### src/spdif_io_ctrl_defines.vh
`ifndef SPDIF_IO_CTRL_DEFINES_VH
`define SPDIF_IO_CTRL_DEFINES_VH

// register byte addresses on the slave bus
`define IN_CTRL_ADDR      8'h30
`define OUT_CTRL_ADDR     8'h50
`define STATUS_ADDR       8'h60

// reset values and writable-bit masks
`define IN_CTRL_RST       16'h0010
`define OUT_CTRL_RST      16'h0054
`define IN_CTRL_MASK      16'h0013
`define OUT_CTRL_MASK     16'h015f

// input control fields
`define RX_PON_BIT        4
`define SLICER_SEL_RANGE  1:0

// output control fields
`define TX_VALID_BIT      8
`define LR_COPY_BIT       6
`define TX_PON_BIT        4
`define ENC_DIS_BIT       3
`define TX_SRC_RANGE      2:0
`define LOOP_PIN_RANGE    1:0
`define SRC_LOOP_BIT      2

// transmit source codes
`define SRC_ADC           3'h0
`define SRC_SERIAL        3'h1
`define SRC_UNUSED        3'h2
`define SRC_MIX           3'h3

// status register fields
`define ST_NOT_EMPTY_BIT  0
`define ST_FULL_BIT       1
`define ST_PINS_RANGE     7:4
`define ST_RUN_BIT        8
`define ST_LOOP_BIT       9

// buffer occupancy
`define BUF_EMPTY         2'h0
`define BUF_ONE           2'h1
`define BUF_FULL          2'h2

`endif

### src/pin_sync.v
`timescale 1ns/10ps
module pin_sync #(
  parameter WIDTH = 4
) (
  input  wire             ref_clk_i,
  input  wire             rst_i,
  input  wire [WIDTH-1:0] async_i,
  output reg  [WIDTH-1:0] sync_o
);

  reg [WIDTH-1:0] meta_q;

  // two flops; first stage feeds only the second
  always @(posedge ref_clk_i or posedge rst_i) begin
    if (rst_i) begin
      meta_q <= {WIDTH{1'b0}};
      sync_o <= {WIDTH{1'b0}};
    end else begin
      meta_q <= async_i;
      sync_o <= meta_q;
    end
  end

endmodule

### src/two_entry_buf.v
`timescale 1ns/10ps
`include "spdif_io_ctrl_defines.vh"
module two_entry_buf #(
  parameter WIDTH = 50
) (
  input  wire             ref_clk_i,
  input  wire             rst_i,
  input  wire [WIDTH-1:0] in_data_i,
  input  wire             in_valid_i,
  output reg              in_ready_o,
  output reg  [WIDTH-1:0] out_data_o,
  output reg              out_valid_o,
  input  wire             out_ready_i
);

  reg [WIDTH-1:0] spare_q;
  reg [1:0]       cnt_q;
  reg [1:0]       cnt_d;
  wire            push;
  wire            pop;

  assign push = in_valid_i & in_ready_o;
  assign pop  = out_valid_o & out_ready_i;

  // next occupancy
  always @* begin
    cnt_d = cnt_q;
    if (push && !pop) begin
      cnt_d = cnt_q + 2'h1;
    end else if (pop && !push) begin
      cnt_d = cnt_q - 2'h1;
    end
  end

  // head word drives the output, spare holds the second
  always @(posedge ref_clk_i or posedge rst_i) begin
    if (rst_i) begin
      out_data_o  <= {WIDTH{1'b0}};
      spare_q     <= {WIDTH{1'b0}};
      cnt_q       <= `BUF_EMPTY;
      in_ready_o  <= 1'b0;
      out_valid_o <= 1'b0;
    end else begin
      cnt_q       <= cnt_d;
      in_ready_o  <= (cnt_d != `BUF_FULL);
      out_valid_o <= (cnt_d != `BUF_EMPTY);
      if (push && !pop) begin
        if (cnt_q == `BUF_EMPTY) begin
          out_data_o <= in_data_i;
        end else begin
          spare_q <= in_data_i;
        end
      end else if (pop && !push) begin
        out_data_o <= spare_q;
      end else if (pop && push) begin
        if (cnt_q == `BUF_ONE) begin
          out_data_o <= in_data_i;
        end else begin
          out_data_o <= spare_q;
          spare_q    <= in_data_i;
        end
      end
    end
  end

endmodule

### src/spdif_io_control_regs.v
// Behaviour
// - receiver power bit low powers the input path down, high powers it on.
// - two-bit slicer selector picks input pin 0..3 for the slicer.
// - validity control bit 0 marks transmitted audio invalid, 1 valid.
// - copy bit 1 sends left channel status on right channel too.
// - transmitter power bit low powers output path down, high powers it on.
// - encoder runs while disable bit is 0, stops while it is 1; the code also stops it while the transmitter power bit is low.
// - source code 000 ADC, 001 serial audio input, 011 interpolator mix.
// - source codes 100..111 loop raw input pin 0..3 to the output.
// - loop-through pin choice is independent of the slicer pin choice.
//
// Decided for this implementation: register access over Avalon-MM.
`timescale 1ns/10ps
`include "spdif_io_ctrl_defines.vh"
module spdif_io_control_regs #(
  parameter SAMPLE_W = 24
) (
  input  wire                ref_clk_i,
  input  wire                rst_i,
  // register slave
  input  wire [7:0]          avs_address_i,
  input  wire                avs_read_i,
  input  wire                avs_write_i,
  input  wire [31:0]         avs_writedata_i,
  input  wire [3:0]          avs_byteenable_i,
  output reg  [31:0]         avs_readdata_o,
  output reg                 avs_waitrequest_o,
  // digital input pins
  input  wire                digital_in_pin0_i,
  input  wire                digital_in_pin1_i,
  input  wire                digital_in_pin2_i,
  input  wire                digital_in_pin3_i,
  // receive path
  output reg                 receiver_power_on_o,
  output reg                 slicer_in_o,
  // adc source
  input  wire [SAMPLE_W-1:0] adc_left_i,
  input  wire [SAMPLE_W-1:0] adc_right_i,
  input  wire                adc_cs_l_i,
  input  wire                adc_cs_r_i,
  input  wire                adc_valid_i,
  output wire                adc_ready_o,
  // serial audio source
  input  wire [SAMPLE_W-1:0] ser_left_i,
  input  wire [SAMPLE_W-1:0] ser_right_i,
  input  wire                ser_cs_l_i,
  input  wire                ser_cs_r_i,
  input  wire                ser_valid_i,
  output wire                ser_ready_o,
  // interpolator mix source
  input  wire [SAMPLE_W-1:0] mix_left_i,
  input  wire [SAMPLE_W-1:0] mix_right_i,
  input  wire                mix_cs_l_i,
  input  wire                mix_cs_r_i,
  input  wire                mix_valid_i,
  output wire                mix_ready_o,
  // transmit path toward the encoder
  output reg                 transmitter_power_on_o,
  output reg                 encoder_run_o,
  output reg                 transmit_validity_flag_o,
  output wire [SAMPLE_W-1:0] tx_left_o,
  output wire [SAMPLE_W-1:0] tx_right_o,
  output wire                tx_cs_l_o,
  output wire                tx_cs_r_o,
  output wire                tx_valid_o,
  input  wire                tx_ready_i,
  output reg                 tx_loop_active_o,
  output reg                 tx_loop_o
);

  localparam WORD_W = 2 * SAMPLE_W + 2;

  reg  [15:0]         in_ctrl_q;
  reg  [15:0]         out_ctrl_q;
  reg  [31:0]         rd_mux;
  wire                acc_req;
  wire                wr_take;
  wire [3:0]          pins_sync;
  wire [1:0]          slicer_sel;
  wire [2:0]          tx_src;
  wire                loop_sel;
  wire                tx_run;
  reg  [WORD_W-1:0]   src_word;
  reg                 src_valid;
  wire [WORD_W-1:0]   buf_word;
  wire                buf_in_ready;
  wire                buf_out_valid;
  wire [SAMPLE_W-1:0] pick_left;
  wire [SAMPLE_W-1:0] pick_right;
  wire                pick_cs_l;
  wire                pick_cs_r;
  reg                 adc_ready_q;
  reg                 ser_ready_q;
  reg                 mix_ready_q;
  reg  [1:0]          occ_now;
  reg  [1:0]          occ_next;
  wire                src_ready;
  wire                src_push;
  wire                buf_pop;
  wire                out_wr;
  wire                room_next;

  // byte-lane merge of a 16-bit register, reserved bits forced low
  function [15:0] merge_be;
    input [15:0] old_val;
    input [31:0] wdata;
    input [3:0]  be;
    input [15:0] mask;
    reg   [15:0] tmp;
    begin
      tmp = old_val;
      if (be[0]) begin
        tmp[7:0] = wdata[7:0];
      end
      if (be[1]) begin
        tmp[15:8] = wdata[15:8];
      end
      merge_be = tmp & mask;
    end
  endfunction

  // register address decode
  function reg_hit;
    input [7:0] addr;
    input [7:0] want;
    begin
      reg_hit = (addr == want);
    end
  endfunction

  // transmit source code decode
  function src_match;
    input [2:0] code;
    input [2:0] want;
    begin
      src_match = (code == want);
    end
  endfunction

  // field views of the control registers
  assign slicer_sel = in_ctrl_q[`SLICER_SEL_RANGE];
  assign tx_src     = out_ctrl_q[`TX_SRC_RANGE];
  assign loop_sel   = tx_src[`SRC_LOOP_BIT];
  assign tx_run     = out_ctrl_q[`TX_PON_BIT] & ~out_ctrl_q[`ENC_DIS_BIT];

  // pins cross into the clock domain before use
  pin_sync #(
    .WIDTH (4)
  ) u_pin_sync (
    .ref_clk_i (ref_clk_i),
    .rst_i     (rst_i),
    .async_i   ({digital_in_pin3_i, digital_in_pin2_i,
                 digital_in_pin1_i, digital_in_pin0_i}),
    .sync_o    (pins_sync)
  );

  // bus handshake: waitrequest drops one cycle after a request
  assign acc_req = avs_read_i | avs_write_i;
  assign wr_take = avs_write_i & ~avs_waitrequest_o;

  // read data selection, unmapped reads as zero
  always @* begin
    rd_mux = 32'h0000_0000;
    case (avs_address_i)
      `IN_CTRL_ADDR: begin
        rd_mux[15:0] = in_ctrl_q & `IN_CTRL_MASK;
      end
      `OUT_CTRL_ADDR: begin
        rd_mux[15:0] = out_ctrl_q & `OUT_CTRL_MASK;
      end
      `STATUS_ADDR: begin
        rd_mux[`ST_NOT_EMPTY_BIT] = buf_out_valid;
        rd_mux[`ST_FULL_BIT]      = ~buf_in_ready;
        rd_mux[`ST_PINS_RANGE]    = pins_sync;
        rd_mux[`ST_RUN_BIT]       = tx_run;
        rd_mux[`ST_LOOP_BIT]      = loop_sel;
      end
      default: begin
        rd_mux = 32'h0000_0000;
      end
    endcase
  end

  // slave answer timing
  always @(posedge ref_clk_i or posedge rst_i) begin
    if (rst_i) begin
      avs_waitrequest_o <= 1'b1;
      avs_readdata_o    <= 32'h0000_0000;
    end else begin
      if (acc_req && avs_waitrequest_o) begin
        avs_waitrequest_o <= 1'b0;
        avs_readdata_o    <= avs_read_i ? rd_mux : 32'h0000_0000;
      end else begin
        avs_waitrequest_o <= 1'b1;
      end
    end
  end

  // control register writes, masked lanes
  always @(posedge ref_clk_i or posedge rst_i) begin
    if (rst_i) begin
      in_ctrl_q  <= `IN_CTRL_RST;
      out_ctrl_q <= `OUT_CTRL_RST;
    end else if (wr_take) begin
      if (reg_hit(avs_address_i, `IN_CTRL_ADDR)) begin
        in_ctrl_q <= merge_be(in_ctrl_q, avs_writedata_i, avs_byteenable_i,
                              `IN_CTRL_MASK);
      end
      if (reg_hit(avs_address_i, `OUT_CTRL_ADDR)) begin
        out_ctrl_q <= merge_be(out_ctrl_q, avs_writedata_i, avs_byteenable_i,
                               `OUT_CTRL_MASK);
      end
    end
  end

  // receive path: power and slicer pin choice
  always @(posedge ref_clk_i or posedge rst_i) begin
    if (rst_i) begin
      receiver_power_on_o <= 1'b0;
      slicer_in_o         <= 1'b0;
    end else begin
      receiver_power_on_o <= in_ctrl_q[`RX_PON_BIT];
      if (in_ctrl_q[`RX_PON_BIT]) begin
        slicer_in_o <= pins_sync[slicer_sel];
      end else begin
        slicer_in_o <= 1'b0;
      end
    end
  end

  // transmit path control flags
  always @(posedge ref_clk_i or posedge rst_i) begin
    if (rst_i) begin
      transmitter_power_on_o   <= 1'b0;
      encoder_run_o            <= 1'b0;
      transmit_validity_flag_o <= 1'b0;
    end else begin
      transmitter_power_on_o   <= out_ctrl_q[`TX_PON_BIT];
      encoder_run_o            <= tx_run;
      transmit_validity_flag_o <= out_ctrl_q[`TX_VALID_BIT];
    end
  end

  // loop-through of a raw pin, chosen by the low bits of the source code field
  always @(posedge ref_clk_i or posedge rst_i) begin
    if (rst_i) begin
      tx_loop_active_o <= 1'b0;
      tx_loop_o        <= 1'b0;
    end else begin
      tx_loop_active_o <= loop_sel & out_ctrl_q[`TX_PON_BIT];
      if (loop_sel && out_ctrl_q[`TX_PON_BIT]) begin
        tx_loop_o <= pins_sync[tx_src[`LOOP_PIN_RANGE]];
      end else begin
        tx_loop_o <= 1'b0;
      end
    end
  end

  // source selection; 010 and loop codes feed nothing
  always @* begin
    src_word  = {WORD_W{1'b0}};
    src_valid = 1'b0;
    case (tx_src)
      `SRC_ADC: begin
        src_word  = {adc_left_i, adc_right_i, adc_cs_l_i, adc_cs_r_i};
        src_valid = adc_valid_i;
      end
      `SRC_SERIAL: begin
        src_word  = {ser_left_i, ser_right_i, ser_cs_l_i, ser_cs_r_i};
        src_valid = ser_valid_i;
      end
      `SRC_MIX: begin
        src_word  = {mix_left_i, mix_right_i, mix_cs_l_i, mix_cs_r_i};
        src_valid = mix_valid_i;
      end
      default: begin
        src_word  = {WORD_W{1'b0}};
        src_valid = 1'b0;
      end
    endcase
  end

  // buffer handshake terms, mirrored from its own push and pop
  assign src_ready = adc_ready_q | ser_ready_q | mix_ready_q;
  assign src_push  = src_valid & src_ready & buf_in_ready;
  assign buf_pop   = buf_out_valid & tx_ready_i & encoder_run_o;
  assign out_wr    = wr_take & reg_hit(avs_address_i, `OUT_CTRL_ADDR);

  // buffer occupancy rebuilt from its flags, then stepped
  always @* begin
    if (!buf_out_valid) begin
      occ_now = `BUF_EMPTY;
    end else if (!buf_in_ready) begin
      occ_now = `BUF_FULL;
    end else begin
      occ_now = `BUF_ONE;
    end
    occ_next = occ_now;
    if (src_push && !buf_pop) begin
      occ_next = occ_now + 2'h1;
    end else if (buf_pop && !src_push) begin
      occ_next = occ_now - 2'h1;
    end
  end

  // ready held low one cycle while the selector is rewritten
  assign room_next = (occ_next != `BUF_FULL) & ~out_wr;

  // registered source ready; only the selected source sees it
  always @(posedge ref_clk_i or posedge rst_i) begin
    if (rst_i) begin
      adc_ready_q <= 1'b0;
      ser_ready_q <= 1'b0;
      mix_ready_q <= 1'b0;
    end else begin
      adc_ready_q <= room_next & src_match(tx_src, `SRC_ADC);
      ser_ready_q <= room_next & src_match(tx_src, `SRC_SERIAL);
      mix_ready_q <= room_next & src_match(tx_src, `SRC_MIX);
    end
  end

  // source ready outputs straight from their flops
  assign adc_ready_o = adc_ready_q;
  assign ser_ready_o = ser_ready_q;
  assign mix_ready_o = mix_ready_q;

  // channel status copy applied as words enter the buffer
  assign pick_left  = src_word[WORD_W-1:SAMPLE_W+2];
  assign pick_right = src_word[SAMPLE_W+1:2];
  assign pick_cs_l  = src_word[1];
  assign pick_cs_r  = out_ctrl_q[`LR_COPY_BIT] ? src_word[1] : src_word[0];

  // two-entry buffer; encoder drains only while running
  two_entry_buf #(
    .WIDTH (WORD_W)
  ) u_tx_buf (
    .ref_clk_i   (ref_clk_i),
    .rst_i       (rst_i),
    .in_data_i   ({pick_left, pick_right, pick_cs_l, pick_cs_r}),
    .in_valid_i  (src_valid & src_ready),
    .in_ready_o  (buf_in_ready),
    .out_data_o  (buf_word),
    .out_valid_o (buf_out_valid),
    .out_ready_i (tx_ready_i & encoder_run_o)
  );

  // transmit word fields straight from the buffer head flops
  assign tx_left_o  = buf_word[WORD_W-1:SAMPLE_W+2];
  assign tx_right_o = buf_word[SAMPLE_W+1:2];
  assign tx_cs_l_o  = buf_word[1];
  assign tx_cs_r_o  = buf_word[0];
  assign tx_valid_o = buf_out_valid;

endmodule

### config.mk
export PLATFORM = sky130hd
export DESIGN_NAME = spdif_io_control_regs
export DESIGN_NICKNAME = d
export VERILOG_FILES = /design/src/pin_sync.v /design/src/two_entry_buf.v /design/src/spdif_io_control_regs.v
export VERILOG_INCLUDE_DIRS = /design/src
export SDC_FILE = /design/constraint.sdc
export NUM_CORES = 1
export LEC_CHECK = 0
export ABC_AREA = 1
export CAP_MARGIN = 20
export CELL_PAD_IN_SITES_DETAIL_PLACEMENT = 0
export CELL_PAD_IN_SITES_GLOBAL_PLACEMENT = 1
export CORE_MARGIN = 5
export CORE_UTILIZATION = 44
export DETAILED_ROUTE_END_ITERATION = 6
export DONT_BUFFER_PORTS = 1
export GPL_TIMING_DRIVEN = 0
export PLACE_DENSITY = 0.89
export SYNTH_ARGS = -nofsm -noshare
export SYNTH_HDL_FRONTEND = slang
export SYNTH_SLANG_ARGS = --single-unit
export TNS_END_PERCENT = 100
### constraint.sdc
create_clock -name ref_clk_i -period 5 [get_ports ref_clk_i]
set_input_delay 0.5 -clock ref_clk_i [delete_from_list [all_inputs] [get_ports ref_clk_i]]
set_output_delay 0.5 -clock ref_clk_i [all_outputs]
set_load 0.05 [all_outputs]
==> results of run 1 <==
## kinds of logic after synthesis
| group | synth area share [%] |
|---|---|
| and+or+nand+nor | 30.4 |
| buffers and inverters | 10.6 |
| DFF | 48.8 |
| AOI/OAI and AO/OA | 9.44 |
| adders and majority gates | 0.341 |
| muxes | 0.307 |
| other | 0.0511 |
| xor gates and xnor gates | 0.119 |
## metrics by stage
stage	instance area [um^2]	hold slack, ns	util (%)
2_1_floorplan	7420	0.331	-
3_3_place_gp	7700	0.334	46.8
3_5_place_dp	7730	0.337	47.0
4_1_cts	8350	0.0842	50.7
5_1_grt	8350	0.0825	50.7
6_report	8350	0.106	50.7
## Yosys cell counts, types with 5 or more instances
cell,n
inv_1,79
nand2_1,404
nor2_1,16
o21ai_1,51
nand2_2,5
buf_2,26
a21oi_1,54
dfrtp_1,138
clkbuf_1,12
inv_2,5
o21ai_0,15
buf_4,38
nand3_1,106
dfstp_2,5
o211ai_1,5
## worst paths after layout
kind,to,slack (ns)
worst max-delay path,u_tx_buf.out_data_o[37]$_DFFE_PP0P_,2.70
worst min-delay path,u_pin_sync.meta_q[1]$_DFF_PP0_,0.11
worst max register to register,u_tx_buf.out_data_o[37]$_DFFE_PP0P_,2.70
worst min register to register,u_pin_sync.sync_o[1]$_DFF_PP0_,0.35
max in group asynchronous,avs_waitrequest_o$_DFF_PP1_,3.57
min in group asynchronous,u_tx_buf.out_data_o[48]$_DFFE_PP0P_,0.59
## worst reg2reg max path: stages (launching register included)
cell	delay, ns
dfrtp_1	0.69
nand3_1	0.39
nand3_4	0.30
inv_2	0.06
nand2_2	0.11
nand2_4	0.11
inv_2	0.17
buf_2	0.25
nand2_1	0.09
nand2_1	0.09
## final cells by class
type	instances	area, um^2	share of cell area [%]
repair buffers	2	37.5	0.450
inverters	84	320	3.84
flip-flops and latches	143	3580	42.9
well taps	220	275	3.30
multi-input cells	699	3060	36.7
clock inverters	9	135	1.62
clock buffers	21	470	5.64
plain buffers	76	460	5.52
## flip-flops by register name (all words and copies together), names as in the netlist, 2 cells and up
signal	cells
u_tx_buf.out_data_o	50
u_pin_sync.meta_q	4
avs_readdata_o	10
in_ctrl_q	3
out_ctrl_q	7
u_tx_buf.cnt_q	2
u_tx_buf.spare_q	50
u_pin_sync.sync_o	4
## where the power goes
| group | internal [mW] | switching (mW) |
|---|---|---|
| clock network | 0.819 | 0.479 |
| registers | 1.18 | 0.0597 |
| logic | 0.0803 | 0.190 |
| total | 2.08 | 0.729 |
## repair_timing
| action | 4_1_cts | 5_1_grt |
|---|---|---|
| hold buffers | 1 | 0 |
| resized for setup | 0 | 0 |
| buffers inserted | 0 | 0 |
| hold endpoints to repair | 45 | 0 |
## metal layers
metal  vias to the layer above  wire, um
li1                       3149         -
met1                      2983      9310
met2                       243     10500
met3                        43      1510
met4                         0       577
met5                         -         0
==> flow_summary.toml, run 1 <==
[drt]
ant_nets = 0
drtPass1Iterations = 5
wl_per_cell_um = 17.5
drc = 0
drtIter0Drc = 370
dr_total_vias = 6418
avgViaCountPerCell = 5.12
postRouteWirelength_um = 21900

[setup_path]
critPathKind = "reg -> reg"
reg2reg_depth = 9
cp_data_arrival_time_ns = 2.66
cp.depth = 9
crit_path_top_delay_cell = "dfrtp_1"
cp-start-kind = "register"
cp_top_family = "simple AND/OR/NAND/NOR gates"
r2r-start = "u_tx_buf.out_valid_o$_DFF_PP0_"
cp.required_ns = 5.36
slowest_delay_ns = 0.69
endpoint_kind = "register"
crit_path_start = "u_tx_buf.out_valid_o$_DFF_PP0_"
path_buf_inv = 3
worstPathCellList = "nand3_1 > nand3_4 > inv_2 > nand2_2 > nand2_4 > inv_2 > buf_2 > nand2_1 > nand2_1"
critPathMaxFanout = 10

[power_and_ir_drop]
ir_drop_uv = 236
power_mw = 2.80
leakage_nw = 4.39
power.density_nw_per_um2 = 336

[min_path]
min_path_type = "in -> reg"
min_path_cells = 0
min_from = "digital_in_pin1_i"

[timing]
hold_violations = 0
fin_ws_ns = 2.70
setup_violations = 0
rsz0062_at_grt = "false"
slew_viol_final = 0
worstMarginPinSlew_ns = 0.743
tns_ns = 0
clock_skew_ns = 0.00682
slew_headroom_pct = 50.3
period_minus_slack_ns = 2.30
fmax_ghz = 0.434
period_share_pct = 46.1

[grt]
first_global_vias = 6359
grt_usage_pct = 22.5
overflow = 0
met3_usage_pct = 6.31
antenna_found_initial = 0
grt_max_degree = 99
grt_busiest_layer = "met2"
grtUsageMet1_pct = 29.0
grt_pass1_wl_um = 34500
use_met2_pct = 36.4

[yosys]
synthCells = 981
yosysTopAreaCell = "dfrtp_1"
seq_area_frac_synth_pct = 48.8
ys_warn_count = 0
ys_types = 31
synth_top_cells_by_area = "dfrtp_1, nand2_1, nand3_1, inv_1, buf_4"
synth-async-reset-ratio_pct = 100
synth_top_area_share_pct = 47.0
syn_area_per_cell_um2 = 7.49
ys_ff_latch = 143
synth_edf_count = 0
syn_area_um2 = 7340
synth_flop_cell = "dfrtp_1"

[floorplanning]
ioPinCount = 300
start_util_pct = 44.6
die_w_um = 139
die_h_um = 139
std_cell_rows = 47
die-area_um2 = 19400
core_um2 = 16500

[cts]
clock_path_buffers = 2
root_buffer = "clkbuf_16"
htreeDepth = 4
clk_pin_slew_worst_paths_ns = 0.06
clkSinkCount = 143
insertion_delay_ns = 0.42
cts_made_buffers = 17
cts_tree = "done"

[cells_and_area]
nets = 1231
area_growth_syn_to_layout_pct = 13.6
antennaDiodeCount = 0
drive_gt1_share_pct = 11.6
final_common_cell = "nand2_1"
instances_no_fill = 1254
nFillCells = 1633
layout_common_cells = "nand2_1, dfrtp_1, nand3_1"

[placed_design]
place_inst = 1223
dp_slack_ns = 2.65
globalplace.congestion = 0.824
hpwlAfterDp_um = 16200
place.port_buffers = 0

[run_status]
outcome = "complete, no violations"

[run]
cap_violations = 0
Power figures use the tool's default switching activity.
==> run 2, diff against run 1 <==
- CORE_UTILIZATION: 44 -> 40
- PLACE_DENSITY: 0.89 -> 0.86
- clock period: 5 -> 1.9 ns (I/O delays scaled with it)
==> run 2 against run 1 <==
Against the previous run:
- sequential power rose to 2.6 times the previous value
- cell count increased by 5.3%
- global-route usage down 0.99 points
- largest power group unchanged
- count of clock-buffer cells in the layout did not move
- register-to-register slack worse by 2.7 ns
- highest routed layer unchanged
- worst hold slack lost 0.095 ns
- sequential cell count did not move
- sequential share of layout area fell by 4.9 points
- cell area increased by 13%
- non-clock buffer count rose by 57
- clock skew grew 0.0076 ns
==> flow_summary.toml, run 2 (synthesis results as in run 1) <==
[timing]
hold_violations = 0
setup_violations = 0
slew_viol_final = 0
rsz0062_at_grt = "true"
fmax_ghz = 0.535
period_minus_slack_ns = 1.87
clock_skew_ns = 0.0144
fin_ws_ns = 0.0321
period_share_pct = 98.3
worstMarginPinSlew_ns = 0.837
slew_headroom_pct = 44.1

[grt]
grt_max_degree = 39
grt_busiest_layer = "met2"
grt_usage_pct = 21.5
grt_pass1_wl_um = 36400
met3_usage_pct = 6.48
use_met2_pct = 34.4
antenna_found_initial = 0
overflow = 0
first_global_vias = 6524
grtUsageMet1_pct = 28.7

[floorplanning]
die-area_um2 = 21200
die_h_um = 146
start_util_pct = 40.7
ioPinCount = 300
die_w_um = 146
std_cell_rows = 49
core_um2 = 18000

[drt]
drtIter0Drc = 290
dr_total_vias = 6655
ant_nets = 0
avgViaCountPerCell = 5.04
wl_per_cell_um = 17.6
drc = 0
drtPass1Iterations = 5
postRouteWirelength_um = 23200

[cells_and_area]
drive_gt1_share_pct = 16.8
nets = 1288
area_growth_syn_to_layout_pct = 28.6
nFillCells = 1749
instances_no_fill = 1321
final_common_cell = "nand2_1"
layout_common_cells = "nand2_1, dfrtp_1, nand3_1"
antennaDiodeCount = 0
top_regs = "u_tx_buf.out_data_o: 50 flops, u_tx_buf.spare_q: 50 flops, avs_readdata_o: 10 flops"

[setup_path]
cp.required_ns = 2.25
critPathKind = "reg -> reg"
crit_path_frequent_cell = "nand2_1"
slowest_delay_ns = 0.53
endpoint_kind = "register"
worstPathCellList = "nor2_1 > nand2_1 > nand2_2 > nor2_4 > nand3_4 > inv_4 > nand2_4 > nand2_8 > buf_12 > clkbuf_16 > nand3_2 > nand2_1"
crit_path_top_delay_cell = "dfrtp_2"
cp_data_arrival_time_ns = 2.22
critPathMaxFanout = 5
cp-start-kind = "register"

[cts]
insertion_delay_ns = 0.42
clk_pin_slew_worst_paths_ns = 0.06
root_buffer = "clkbuf_16"
htreeDepth = 4
cts_tree = "done"
cts_made_buffers = 17
clkSinkCount = 143
clock_path_buffers = 2

[power_and_ir_drop]
ir_drop_uv = 576
power_mw = 7.85
clkPwrFrac_pct = 46.6
power_frac_seq_pct = 41.5
power.density_nw_per_um2 = 831
switching_share_pct = 26.0
power_frac_comb_pct = 12.0
power.switching_mw = 2.04
p_int_mw = 5.81
leakage_nw = 4.80

[run]
cap_violations = 0

[min_path]
min_path_type = "in -> reg"

[placed_design]
dp_slack_ns = -0.533
hpwlAfterDp_um = 16700
globalplace.congestion = 0.798
place.port_buffers = 0
place_inst = 1234

[run_status]
outcome = "complete, no violations"
-- run 2: cell count changes in the layout (fill, tap and decap cells not counted), sizes merged --
| cell | before | now |
|---|---|---|
| clkbuf | 33 | 36 |
| buf | 65 | 70 |
| clkinvlp | 3 | 2 |
| dlygate4sd3 | 1 | 50 |
| inv | 84 | 83 |
| clkinv | 3 | 4 |
| bufinv | 3 | 5 |
-- run 2: path summary, 6_finish.rpt --
kind | endpoint | slack (ns) | from | depth (start not counted)
setup / recovery | u_tx_buf.out_data_o[25]$_DFFE_PP0P_ | 0.03 | ser_ready_o$_DFF_PP0_ | 12
hold / removal | u_tx_buf.spare_q[16]$_DFFE_PP0P_ | 0.01 | adc_right_i[14] | 2
setup reg to reg | u_tx_buf.out_data_o[25]$_DFFE_PP0P_ | 0.03 | ser_ready_o$_DFF_PP0_ | 12
hold reg to reg | u_pin_sync.sync_o[2]$_DFF_PP0_ | 0.35 | u_pin_sync.meta_q[2]$_DFF_PP0_ | 0
max in group asynchronous | out_ctrl_q[6]$_DFFE_PP1P_ | 0.52 | rst_i | 4
min in group asynchronous | transmit_validity_flag_o$_DFF_PP0_ | 0.42 | rst_i | 2
-- run 2: area by class of cell --
class | count | area, um^2 | area share, %
sequential | 143 | 3590 | 38.0
multi-input combinational | 699 | 3310 | 35.1
timing repair buffer | 61 | 681 | 7.21
buffer | 74 | 607 | 6.42
clock buffer | 21 | 450 | 4.77
inverter | 84 | 329 | 3.48
tap | 229 | 287 | 3.03
clock inverter | 10 | 189 | 2.00
-- run 2: power by group through the flow --
stage / sequential (mW) / clock [mW] / combinational (mW)
final: 3.26 / 3.65 / 0.939
after global routing: 3.26 / 3.87 / 1.05
after global placement: 3.31 / 0 / 0.699
after CTS: 3.26 / 3.71 / 0.861
after floorplan: 3.29 / 0 / 0.575
after detailed placement: 3.31 / 0 / 0.722
-- run 2: routing by layer --
metal	share of wire, %	routed length, um	vias up
met5	0	0	-
met4	1.5	347	0
met3	7.4	1720	26
met2	48	11200	244
met1	43	9940	3123
li1	-	-	3262
-- run 2: repair_timing --
action	in CTS	in global routing
cloned	0	2
pin swaps	2	16
hold buffers	46	4
setup endpoints to repair	104	100
endpoints found under the hold margin	82	4
resized for setup	41	89
buffers inserted	5	1
-- run 2: critical path, delay by kind of cell, from the launching register on --
family	cells	cell delay [ns]
DFF	1	0.53
buffers and inverters	3	0.37
and+or+nand+nor	9	0.90
-- run 2: through the flow --
stage	hold WS (ns)	util, %	area, um^2	setup TNS [ns]
after global routing	0.00329	52.4	9450	-5.60
after CTS	0.00176	50.1	9040	0
after global placement	0.221	42.8	7710	-162.21
final	0.0114	52.4	9450	0
after floorplan	0.221	-	7430	-10.62
after detailed placement	0.221	43.1	7770	-39.02
